File: config.mk
export PLATFORM = sky130hd
export DESIGN_NAME = peci_originator_bit_timing
export DESIGN_NICKNAME = d
export VERILOG_FILES = /design/src/verilog/peci_timing_pkg.sv /design/src/verilog/sym_stream_if.sv /design/src/verilog/sym_buffer.sv /design/src/verilog/peci_originator_bit_timing.sv
export SDC_FILE = /design/constraint.sdc
export NUM_CORES = 1
export LEC_CHECK = 0
export BUFFER_PORTS_ARGS = -buffer_cell sky130_fd_sc_hd__buf_4
export CAP_MARGIN = 15
export CORE_MARGIN = 5
export CORE_UTILIZATION = 50
export DETAILED_ROUTE_END_ITERATION = 16
export PLACE_DENSITY_LB_ADDON = 0.25
export RECOVER_POWER = 25
export SKIP_LAST_GASP = 1
export SYNTH_ARGS = -nofsm -noshare
export SYNTH_HDL_FRONTEND = slang
export SYNTH_SLANG_ARGS = --single-unit
File: constraint.sdc
create_clock -name clock -period 10.1 [get_ports clock]
set_input_delay 1.515 -clock clock [delete_from_list [all_inputs] [get_ports clock]]
set_output_delay 1.515 -clock clock [all_outputs]
set_load 0.01 [all_outputs]
File: src/verilog/peci_timing_pkg.sv
// Constants and types for the single-wire originator bit timing engine
// Overview of operation
// - Link bit period 0.495 to 500 us; originator drives 0.495 to 250 us.
// - Adjacent bit periods within a message differ by about one percent.
// - Bit period drift across address and message bits stays near two percent.
// - A one holds the line high 0.6 to 0.8 of the period, nominal 0.75.
// - A zero holds the line high 0.2 to 0.4 of the period, nominal 0.3.
// - The originator ends a message with constant low for two bit periods.
// - Two bit periods without a rising edge mark the message end for both.
// - The low time before a message may overlap the previous stop time.
// - Cell timings are relative to the period negotiated at message start.
// - Driven period is tighter than the link limit to absorb client sampling.
package peci_timing_pkg;

   // Clock rate
   localparam real CLK_MHZ         = 50.0;

   // Times in their printed units
   localparam real BIT_MIN_US      = 0.495;
   localparam real BIT_MAX_DRV_US  = 250.0;
   localparam real SETUP_UNK_MS    = 1.0;
   localparam real CLIENT_RESET_MS = 0.4;

   // Cycle counts derived from the clock rate
   localparam int BIT_MIN_CYC      = int'($ceil(BIT_MIN_US * CLK_MHZ));
   localparam int BIT_MAX_CYC_DEF  = int'($floor(BIT_MAX_DRV_US * CLK_MHZ));
   localparam int SETUP_UNK_CYC    = int'($ceil(SETUP_UNK_MS * 1000.0
                                                * CLK_MHZ));
   localparam int CLIENT_RESET_CYC = int'($floor(CLIENT_RESET_MS * 1000.0
                                                 * CLK_MHZ));

   // Widths
   localparam int PER_W            = 16;
   localparam int CNT_W            = 17;
   localparam int SYM_W            = 2;

   // Symbol fields: bit value and last-bit marker
   localparam int SYM_BIT          = 0;
   localparam int SYM_LAST         = 1;

   // High-time ratios: one = 3/4 period, zero = 77/256 period
   localparam int ONE_MUL          = 3;
   localparam int ONE_SHIFT        = 2;
   localparam int ZERO_MUL         = 77;
   localparam int ZERO_SHIFT       = 8;

   // Cell states, Gray coded along idle, high, low, stop
   typedef enum logic [1:0] {
      ST_IDLE = 2'h0,
      ST_HIGH = 2'h1,
      ST_LOW  = 2'h3,
      ST_STOP = 2'h2
   } cell_state_t;

   // High part of a cell in clock cycles
   function automatic logic [PER_W-1:0] high_time(
      input logic             bit_val,
      input logic [PER_W-1:0] per
   );
      logic [PER_W+7:0] prod;
      prod = '0;
      if (bit_val) begin
         prod = ({8'h00, per} * (PER_W+8)'(ONE_MUL)) >> ONE_SHIFT;
      end else begin
         prod = ({8'h00, per} * (PER_W+8)'(ZERO_MUL)) >> ZERO_SHIFT;
      end
      return prod[PER_W-1:0];
   endfunction

endpackage : peci_timing_pkg

File: src/verilog/sym_stream_if.sv
// Valid/ready stream carrying bit symbols between internal modules
interface sym_stream_if #(parameter int W = 2);
   logic [W-1:0] data;
   logic         valid;
   logic         ready;

   modport src (output data, output valid, input ready);
   modport snk (input data, input valid, output ready);
endinterface : sym_stream_if

File: src/verilog/sym_buffer.sv
// Two-entry valid/ready buffer for bit symbols
module sym_buffer
   import peci_timing_pkg::*;
(
   // Clock and reset
   input  wire logic     clock,
   input  wire logic     rst,
   // Filling side
   sym_stream_if.snk     fill,
   // Draining side
   sym_stream_if.src     drain
);

   logic [SYM_W-1:0] mem_reg [2];
   logic [SYM_W-1:0] mem_next [2];
   logic             wr_ptr_reg;
   logic             wr_ptr_next;
   logic             rd_ptr_reg;
   logic             rd_ptr_next;
   logic [1:0]       count_reg;
   logic [1:0]       count_next;
   logic             ready_reg;
   logic             ready_next;
   logic             push;
   logic             pull;

   assign fill.ready  = ready_reg;
   assign drain.valid = (count_reg != 2'h0);
   assign drain.data  = mem_reg[rd_ptr_reg];

   always_comb begin
      push        = fill.valid && ready_reg;
      pull        = drain.valid && drain.ready;
      mem_next    = mem_reg;
      wr_ptr_next = wr_ptr_reg;
      rd_ptr_next = rd_ptr_reg;
      count_next  = count_reg;
      if (push) begin
         mem_next[wr_ptr_reg] = fill.data;
         wr_ptr_next          = ~wr_ptr_reg;
      end
      if (pull) begin
         rd_ptr_next = ~rd_ptr_reg;
      end
      if (push && !pull) begin
         count_next = count_reg + 2'h1;
      end else if (pull && !push) begin
         count_next = count_reg - 2'h1;
      end
      // Ready is registered, so it looks at the next fill level
      ready_next = (count_next != 2'h2);
   end

   always_ff @(posedge clock) begin
      if (rst) begin
         mem_reg[0] <= '0;
         mem_reg[1] <= '0;
         wr_ptr_reg <= 1'b0;
         rd_ptr_reg <= 1'b0;
         count_reg  <= 2'h0;
         ready_reg  <= 1'b0;
      end else begin
         mem_reg    <= mem_next;
         wr_ptr_reg <= wr_ptr_next;
         rd_ptr_reg <= rd_ptr_next;
         count_reg  <= count_next;
         ready_reg  <= ready_next;
      end
   end

endmodule // sym_buffer

File: src/verilog/peci_originator_bit_timing.sv
// Originator bit-cell timing engine for the single-wire link
module peci_originator_bit_timing
   import peci_timing_pkg::*;
#(
   parameter logic [PER_W-1:0] BIT_MAX_CYC = 16'(BIT_MAX_CYC_DEF),
   parameter logic [PER_W-1:0] SETUP_CYC   = 16'(SETUP_UNK_CYC)
)
(
   // Clock and reset
   input  wire logic             clock,
   input  wire logic             rst,
   // Bit symbols to send
   input  wire logic             bit_data,
   input  wire logic             bit_last,
   input  wire logic             bit_valid,
   output wire logic             bit_ready,
   // Requested bit period in clock cycles
   input  wire logic [PER_W-1:0] period_cycles,
   // Link pin
   input  wire logic             peci_in,
   output wire logic             peci_out,
   output wire logic             peci_oe_n,
   // Status
   output wire logic             busy,
   output wire logic             msg_end
);

   sym_stream_if #(.W(SYM_W)) in_if ();
   sym_stream_if #(.W(SYM_W)) out_if ();

   assign in_if.data  = {bit_last, bit_data};
   assign in_if.valid = bit_valid;
   assign bit_ready   = in_if.ready;

   sym_buffer u_buf (
      .clock (clock),
      .rst   (rst),
      .fill  (in_if),
      .drain (out_if)
   );

   cell_state_t      state_reg,   state_next;
   logic [CNT_W-1:0] cnt_reg,     cnt_next;
   logic [PER_W-1:0] period_reg,  period_next;
   logic [PER_W-1:0] prev_reg,    prev_next;
   logic             known_reg,   known_next;
   logic             bit_reg,     bit_next;
   logic             last_reg,    last_next;
   logic [CNT_W-1:0] low_cnt_reg, low_cnt_next;
   logic             out_reg,     out_next;
   logic             busy_reg,    busy_next;
   logic [PER_W-1:0] clamped;
   logic [CNT_W-1:0] setup_need;
   logic [CNT_W-1:0] stop_len;
   logic [CNT_W-1:0] hi_len;
   logic             pop;

   assign out_if.ready = pop;
   assign peci_out     = out_reg;
   assign peci_oe_n    = 1'b0;
   assign busy         = busy_reg;

   always_comb begin
      // Driven period kept inside the originator limits
      if (period_cycles < PER_W'(BIT_MIN_CYC)) begin
         clamped = PER_W'(BIT_MIN_CYC);
      end else if (period_cycles > BIT_MAX_CYC) begin
         clamped = BIT_MAX_CYC;
      end else begin
         clamped = period_cycles;
      end
      // Twice the previous period when known, else the long default
      setup_need = known_reg ? {prev_reg, 1'b0} : {1'b0, SETUP_CYC};
      stop_len   = {period_reg, 1'b0};
      hi_len     = {1'b0, high_time(bit_reg, period_reg)};
   end

   always_comb begin
      state_next  = state_reg;
      cnt_next    = cnt_reg;
      period_next = period_reg;
      prev_next   = prev_reg;
      known_next  = known_reg;
      bit_next    = bit_reg;
      last_next   = last_reg;
      pop         = 1'b0;
      case (state_reg)
         ST_IDLE: begin
            // Low time since the last cell counts, stop included
            if (out_if.valid && low_cnt_reg >= setup_need) begin
               period_next = clamped;
               bit_next    = out_if.data[SYM_BIT];
               last_next   = out_if.data[SYM_LAST];
               pop         = 1'b1;
               cnt_next    = '0;
               state_next  = ST_HIGH;
            end
         end
         ST_HIGH: begin
            cnt_next = cnt_reg + 1'b1;
            if (cnt_reg >= hi_len - 1'b1) begin
               state_next = ST_LOW;
            end
         end
         ST_LOW: begin
            cnt_next = cnt_reg + 1'b1;
            if (cnt_reg >= {1'b0, period_reg} - 1'b1) begin
               // Period held for the whole message
               cnt_next = '0;
               if (last_reg) begin
                  state_next = ST_STOP;
               end else if (out_if.valid) begin
                  bit_next   = out_if.data[SYM_BIT];
                  last_next  = out_if.data[SYM_LAST];
                  pop        = 1'b1;
                  state_next = ST_HIGH;
               end else begin
                  // Underrun: cell stretches until a symbol arrives
                  cnt_next = cnt_reg;
               end
            end
         end
         ST_STOP: begin
            cnt_next = cnt_reg + 1'b1;
            if (cnt_reg >= stop_len - 1'b1) begin
               cnt_next   = '0;
               prev_next  = period_reg;
               known_next = 1'b1;
               state_next = ST_IDLE;
            end
         end
         default: begin
            state_next = ST_IDLE;
            cnt_next   = '0;
         end
      endcase
      out_next     = (state_next == ST_HIGH);
      busy_next    = (state_next != ST_IDLE);
      low_cnt_next = out_reg ? '0 :
                     (&low_cnt_reg ? low_cnt_reg : low_cnt_reg + 1'b1);
   end

   always_ff @(posedge clock) begin
      if (rst) begin
         state_reg   <= ST_IDLE;
         cnt_reg     <= '0;
         period_reg  <= PER_W'(BIT_MIN_CYC);
         prev_reg    <= '0;
         known_reg   <= 1'b0;
         bit_reg     <= 1'b0;
         last_reg    <= 1'b0;
         low_cnt_reg <= '0;
         out_reg     <= 1'b0;
         busy_reg    <= 1'b0;
      end else begin
         state_reg   <= state_next;
         cnt_reg     <= cnt_next;
         period_reg  <= period_next;
         prev_reg    <= prev_next;
         known_reg   <= known_next;
         bit_reg     <= bit_next;
         last_reg    <= last_next;
         low_cnt_reg <= low_cnt_next;
         out_reg     <= out_next;
         busy_reg    <= busy_next;
      end
   end

   // Message-end monitor on the wire as seen through a synchroniser
   logic             s1_reg,   s1_next;
   logic             s2_reg,   s2_next;
   logic             s3_reg,   s3_next;
   logic [CNT_W-1:0] rise_reg, rise_next;
   logic             end_reg,  end_next;

   assign msg_end = end_reg;

   always_comb begin
      s1_next   = peci_in;
      s2_next   = s1_reg;
      s3_next   = s2_reg;
      rise_next = &rise_reg ? rise_reg : rise_reg + 1'b1;
      end_next  = 1'b0;
      if (s2_reg && !s3_reg) begin
         rise_next = '0;
      end else if (rise_reg == stop_len - 1'b1) begin
         end_next = 1'b1;
      end
   end

   always_ff @(posedge clock) begin
      if (rst) begin
         s1_reg   <= 1'b0;
         s2_reg   <= 1'b0;
         s3_reg   <= 1'b0;
         rise_reg <= '1;
         end_reg  <= 1'b0;
      end else begin
         s1_reg   <= s1_next;
         s2_reg   <= s2_next;
         s3_reg   <= s3_next;
         rise_reg <= rise_next;
         end_reg  <= end_next;
      end
   end

   // Helper: length of the current high pulse
   logic [CNT_W-1:0] hlen_reg, hlen_next;

   always_comb begin
      hlen_next = out_reg ? hlen_reg + 1'b1 : '0;
   end

   always_ff @(posedge clock) begin
      if (rst) begin
         hlen_reg <= '0;
      end else begin
         hlen_reg <= hlen_next;
      end
   end
endmodule // peci_originator_bit_timing

; ---- Word-level counts from Yosys, hierarchy flattened
; Index checks and enable logic that the tools add are counted.
; Widths: inputs -> output; s select.
[op_classes]
n_mux = 43
bitwise = 4
n_mul = 2
n_div = 0
eq_ne = 12
order_cmp = 9
n_shift = 0
reduce_logical = 23
addsub = 8
[op_table]
columns = operator, n
row1 = $mux 17, 8
row2 = $ge 17x17->1, 4
row3 = $pmux 17 s4, 1
row4 = $add 17x1->17 const B, 3
row5 = $mux 16, 3
row6 = $reduce_and 17->1, 2
row7 = $sub 16x1->17 const B, 2
row8 = $mux 2, 12
row9 = $mul 16x7->23 const B, 1
row10 = $mul 16x2->18 const B, 1
row11 = $eq 17x17->1, 1
row12 = $sub 17x1->17 const B, 1
row13 = $gt 16x14->1 const B, 1
row14 = $lt 16x5->1 const B, 1
row15 = $mux 1, 13
row16 = $ne 2x2->1 const B, 5
row17 = $pmux 2 s4, 1
row18 = $logic_and 1x1->1, 7
row19 = $pmux 1 s2, 3
row20 = $reduce_and 2->1, 3
row21 = $reduce_bool 2->1, 3
row22 = $reduce_and 5->1, 1
row23 = $bwmux 4, 1
row24 = $eq 2x1->1 const B, 2
row25 = 14 further kinds, 21
[totals]
input_bits = 22
out_inout_bits = 5
register_bits = 103
mem_bits_ro = 0
latchBits = 0
ram_bits = 0
elab_cells = 122
memories = 0

; ---- Logic depth before layout (Yosys ltp)
[depth]
depth_word = 10
mapped_depth = 27
ltp_nobuf = 26

; ---- Cells and area by module
; From an unflattened synthesis, not the netlist that was laid out.
[hier_totals]
hier_cells = 1187
hier_area_um2 = 9935.8
[modules_own_cells]
columns = module, area_each_um2, seq_area_each_um2, cells_each, instances
row1 = peci_originator_bit_timing, 9501.6, 1881.8, 1141, 1
row2 = sym_buffer, 434.2, 180.2, 46, 1

; ---- Worst setup path before layout
; No wires, ideal clock.
[synth_path]
path_type = register to register
start = register period_reg[7]
end = register state_reg[1]
path_stages_with_launch = 28
setup_slack_ps = 3432
synth_period_minus_slack_ps = 6668
t_arrival_ps = 6608
setup_ps = 59
cell_sequence = dfxtp_1 -> inv_1 -> ha_1 -> ha_1 -> fa_1 -> inv_1 -> fa_1 -> inv_1 -> ha_1 -> clkbuf_1 -> a2111oi_0 -> o31ai_1 -> o21a_1 -> a21oi_1 -> nor4b_1 -> a2111oi_0 -> nor4_1 -> nand3b_1 -> xor2_1 -> ha_1 -> nand4_1 -> nor3_1 -> nand3_1 -> a21boi_0 -> o21ai_0 -> a311o_1 -> o211ai_1 -> and2_1
[synth_between]
elab_chain_len = 6
[synth_lines]
columns = item, line_no
row1 = from (decl), peci_originator_bit_timing.sv:44  ; logic [PER_W-1:0] period_reg, period_next;
row2 = from (signal assigned), peci_originator_bit_timing.sv:147  ; period_reg <= PER_W'(BIT_MIN_CYC);
row3 = from (signal assigned), peci_originator_bit_timing.sv:158  ; period_reg <= period_next;
row4 = $mul 16x7->23 or $mul 16x2->18 (tied branches), "peci_timing_pkg.sv:65, peci_timing_pkg.sv:63"
row5 = $mux 16, peci_timing_pkg.sv:62  ; if (bit_val) begin
row6 = $sub 16x1->17, peci_originator_bit_timing.sv:101  ; if (cnt_reg >= hi_len - 1'b1) begin
row7 = $ge 17x17->1, peci_originator_bit_timing.sv:101
row8 = $mux 2, peci_originator_bit_timing.sv:101
row9 = $pmux 2 s4 (*), peci_originator_bit_timing.sv:87  ; case (state_reg)
row10 = to (signal assigned), peci_originator_bit_timing.sv:156  ; state_reg <= state_next;
row11 = to (decl), peci_originator_bit_timing.sv:42  ; cell_state_t state_reg, state_next;
; Mark *: on every way between the ends. The rest lies on a longest branch, timed or not.
; A chain may end at the register's enable or synchronous reset.

; ---- Final worst setup path
; Same ends and word-level chain as after synthesis.

==> results_dict.tcl <==
set metrics [dict create \
    dieArea_um2 22400 \
    critPathCaptureType "register" \
    htreeDepth 3 \
    maxSlewViolCount 65 \
    fin_crit_sh_pct 70.3 \
    synth_cells 1182 \
    numCtsBuffers 9 \
    final_util_pct 54.4 \
    synth-compound-area-share_pct 18.8 \
    dr.pass1.iters 5 \
    slew_headroom_pct -101 \
    setup_tns_ns 0 \
    viasPerCell 5.80 \
    min_path_type "register to register" \
    cts_resized 0 \
    synth_fa_ha_area_share_pct 25.4 \
    routed_wl_um 24800 \
    crit_arrival_ns 7.41 \
    first_global_vias 7914 \
    clock_latency_ns 0.36 \
    cts_max_path_buffers 2 \
    gp_congestion 0.959 \
    final-hold-violation-count 0 \
    slowest_stage "nor4_1" \
    path_clk_slew_ns 0.08 \
    path_buf_inv 4 \
    slowest_delay_ns 0.60 \
    cts_tree "built" \
    grt_usage_pct 22.6 \
    ys.warnings.count 0 \
    drc_errors 0 \
    synth_cell_types 71 \
    drtAntennaViolNets 0 \
    drv_cap 1 \
    fin_ws_ns 3.00 \
    synth_edf_count 0 \
    initial_core_util_pct 50.4 \
    io_pins 27 \
    cts_hold_buf 0 \
    syn-mean-instance-area_um2 8.25 \
    post-place-ws_ns 3.05 \
    dp_hpwl_um 19400 \
    routed-wl-met3_um 936 \
    root_buffer "clkbuf_16" \
    finalSetupViolations 0 \
    finalCriticalPeriod_ns 7.10 \
    syn-num-nets 1386 \
    fin_skew_ns 0.0133 \
    grt-ovfl-total 0 \
    crit_fanout 8 \
    reg2reg_from "period_reg[7]" \
    dieWidth_um 150 \
    critPathLaunchType "register" \
    n_antenna_cell 0 \
    total_power_mw 1.03 \
    worstHoldStart "s1_reg" \
    final_net_count 1394 \
    highest_layer "met4" \
    rsz0062_at_grt "false" \
    crit_top_cell "ha_1" \
    fp.dieH_um 150 \
    worstSetupPathType "register to register" \
    async_flop_share_pct 0 \
    grt_max_degree 65 \
    met1_length_um 12300 \
    area.growth.synth_to_final_pct 7.79 \
    ir_drop_uv 90.3 \
    port_buffers 25 \
    required_ns 10.41 \
    ys.flop_type "dfxtp_1" \
    synth_top_family_by_area "adder cells" \
    rows 51 \
    synth.cell_area_um2 9750 \
    drt_iter0_drc 634 \
    power_density_nw_per_um2 97.8 \
    synth-seq-cells 103 \
    worstMarginPinSlew_ns 3.01 \
    cts_setup_buffers 0 \
    seq_area_frac_synth_pct 21.1 \
    fmax_mhz 141 \
    synthXorXnorAreaFrac_pct 7.90 \
    cts.sink_count 103 \
    wl_met2_um 10700 \
    dr_total_vias 8465 \
    grt_pass1_wl_um 40700 \
    synth_simple_gate_area_share_pct 19.7 \
    synth.mux.area_fraction_pct 1.91 \
    leakagePower_nw 4.62 \
    violations "capacitance limit, slew limit" \
    critical-path-top-delay-family "adder cells" \
    drive_gt1_share_pct 5.44 \
    critPathLaunch "period_reg[7]" \
    status "finished with violations" \
    design.core.area_um2 19300 \
    antenna_found_initial 0 \
    post_drt_wl_per_cell_um 17.0 \
    timing.hold.ws_ns 0.457 \
]
[metrics by stage]
step	area (um2)	cells
after floorplan	9750	1182
after global placement	10200	1443
after detailed placement	10200	1443
after CTS	10500	1459
after global routing	10500	1460
final	10500	1460
[where the power goes]
part	internal (mW)	switching (mW)	leakage [nW]	total, mW
logic	0.0837	0.0880	3.63	0.172
registers	0.438	0.0406	0.836	0.479
clock network	0.200	0.177	0.157	0.377
[layer usage]
layer	global-route usage, %	vias up
met5	0	-
met4	8.78	0
met3	2.27	47
met2	34.4	201
met1	32.9	3959
li1	-	4258
[layout by cell type (no fill, tap or decap), types with 10 or more instances in the layout]
cell type,n
nor3b_1,17
mux2i_1,13
buf_4,26
inv_1,94
nand2_1,77
o21ai_0,63
nor2b_1,13
xnor2_1,47
a32o_1,10
a211oi_1,11
nor2_1,114
nand3_1,39
o211ai_1,13
nand4_1,22
ha_1,157
a21o_1,25
o21a_1,13
nor4_1,14
a31oi_1,13
dfxtp_1,103
and3_1,17
nor3_1,15
xor2_1,41
a21oi_1,74
fa_1,25
[area by class of cell]
| class | count | area (um2) |
|---|---|---|
| multi-input cells | 949 | 7200 |
| well taps | 265 | 332 |
| inverters | 94 | 353 |
| fillers | 1789 | 8820 |
| repair buffers | 33 | 245 |
| clock inverters | 7 | 95.1 |
| flip-flops and latches | 103 | 2060 |
| clock buffers | 9 | 225 |
[synthesized netlist by cell type, types with 14 or more instances]
| cell type | count | area [um2] |
|---|---|---|
| nand4_1 | 22 | 138 |
| nand2_1 | 77 | 289 |
| nor4_1 | 14 | 87.6 |
| xnor2_1 | 47 | 412 |
| xor2_1 | 41 | 359 |
| fa_1 | 25 | 500 |
| nor3b_1 | 17 | 128 |
| and3_1 | 17 | 106 |
| o21ai_0 | 63 | 315 |
| nor3_1 | 15 | 75.1 |
| inv_1 | 94 | 353 |
| nand3_1 | 39 | 195 |
| a21o_1 | 25 | 188 |
| dfxtp_1 | 103 | 2060 |
| nor2_1 | 114 | 428 |
| a21oi_1 | 74 | 370 |
| clkbuf_1 | 32 | 120 |
| ha_1 | 157 | 1960 |
[cells by family after synthesis]
| logic type | Yosys count |
|---|---|
| AOI/OAI and AO/OA | 280 |
| xor gates and xnor gates | 88 |
| adders and majority gates | 183 |
| buffers and inverters | 130 |
| DFF | 103 |
| muxes | 18 |
| other | 1 |
| and+or+nand+nor | 379 |
[final timing paths]
kind	to	slack (ns)	cells after the start
max	state_reg[1]	3.00	27
min	s2_reg	0.46	1
max reg2reg	state_reg[1]	3.00	27
min reg2reg	s2_reg	0.46	1
Power figures use the tool's default switching activity.
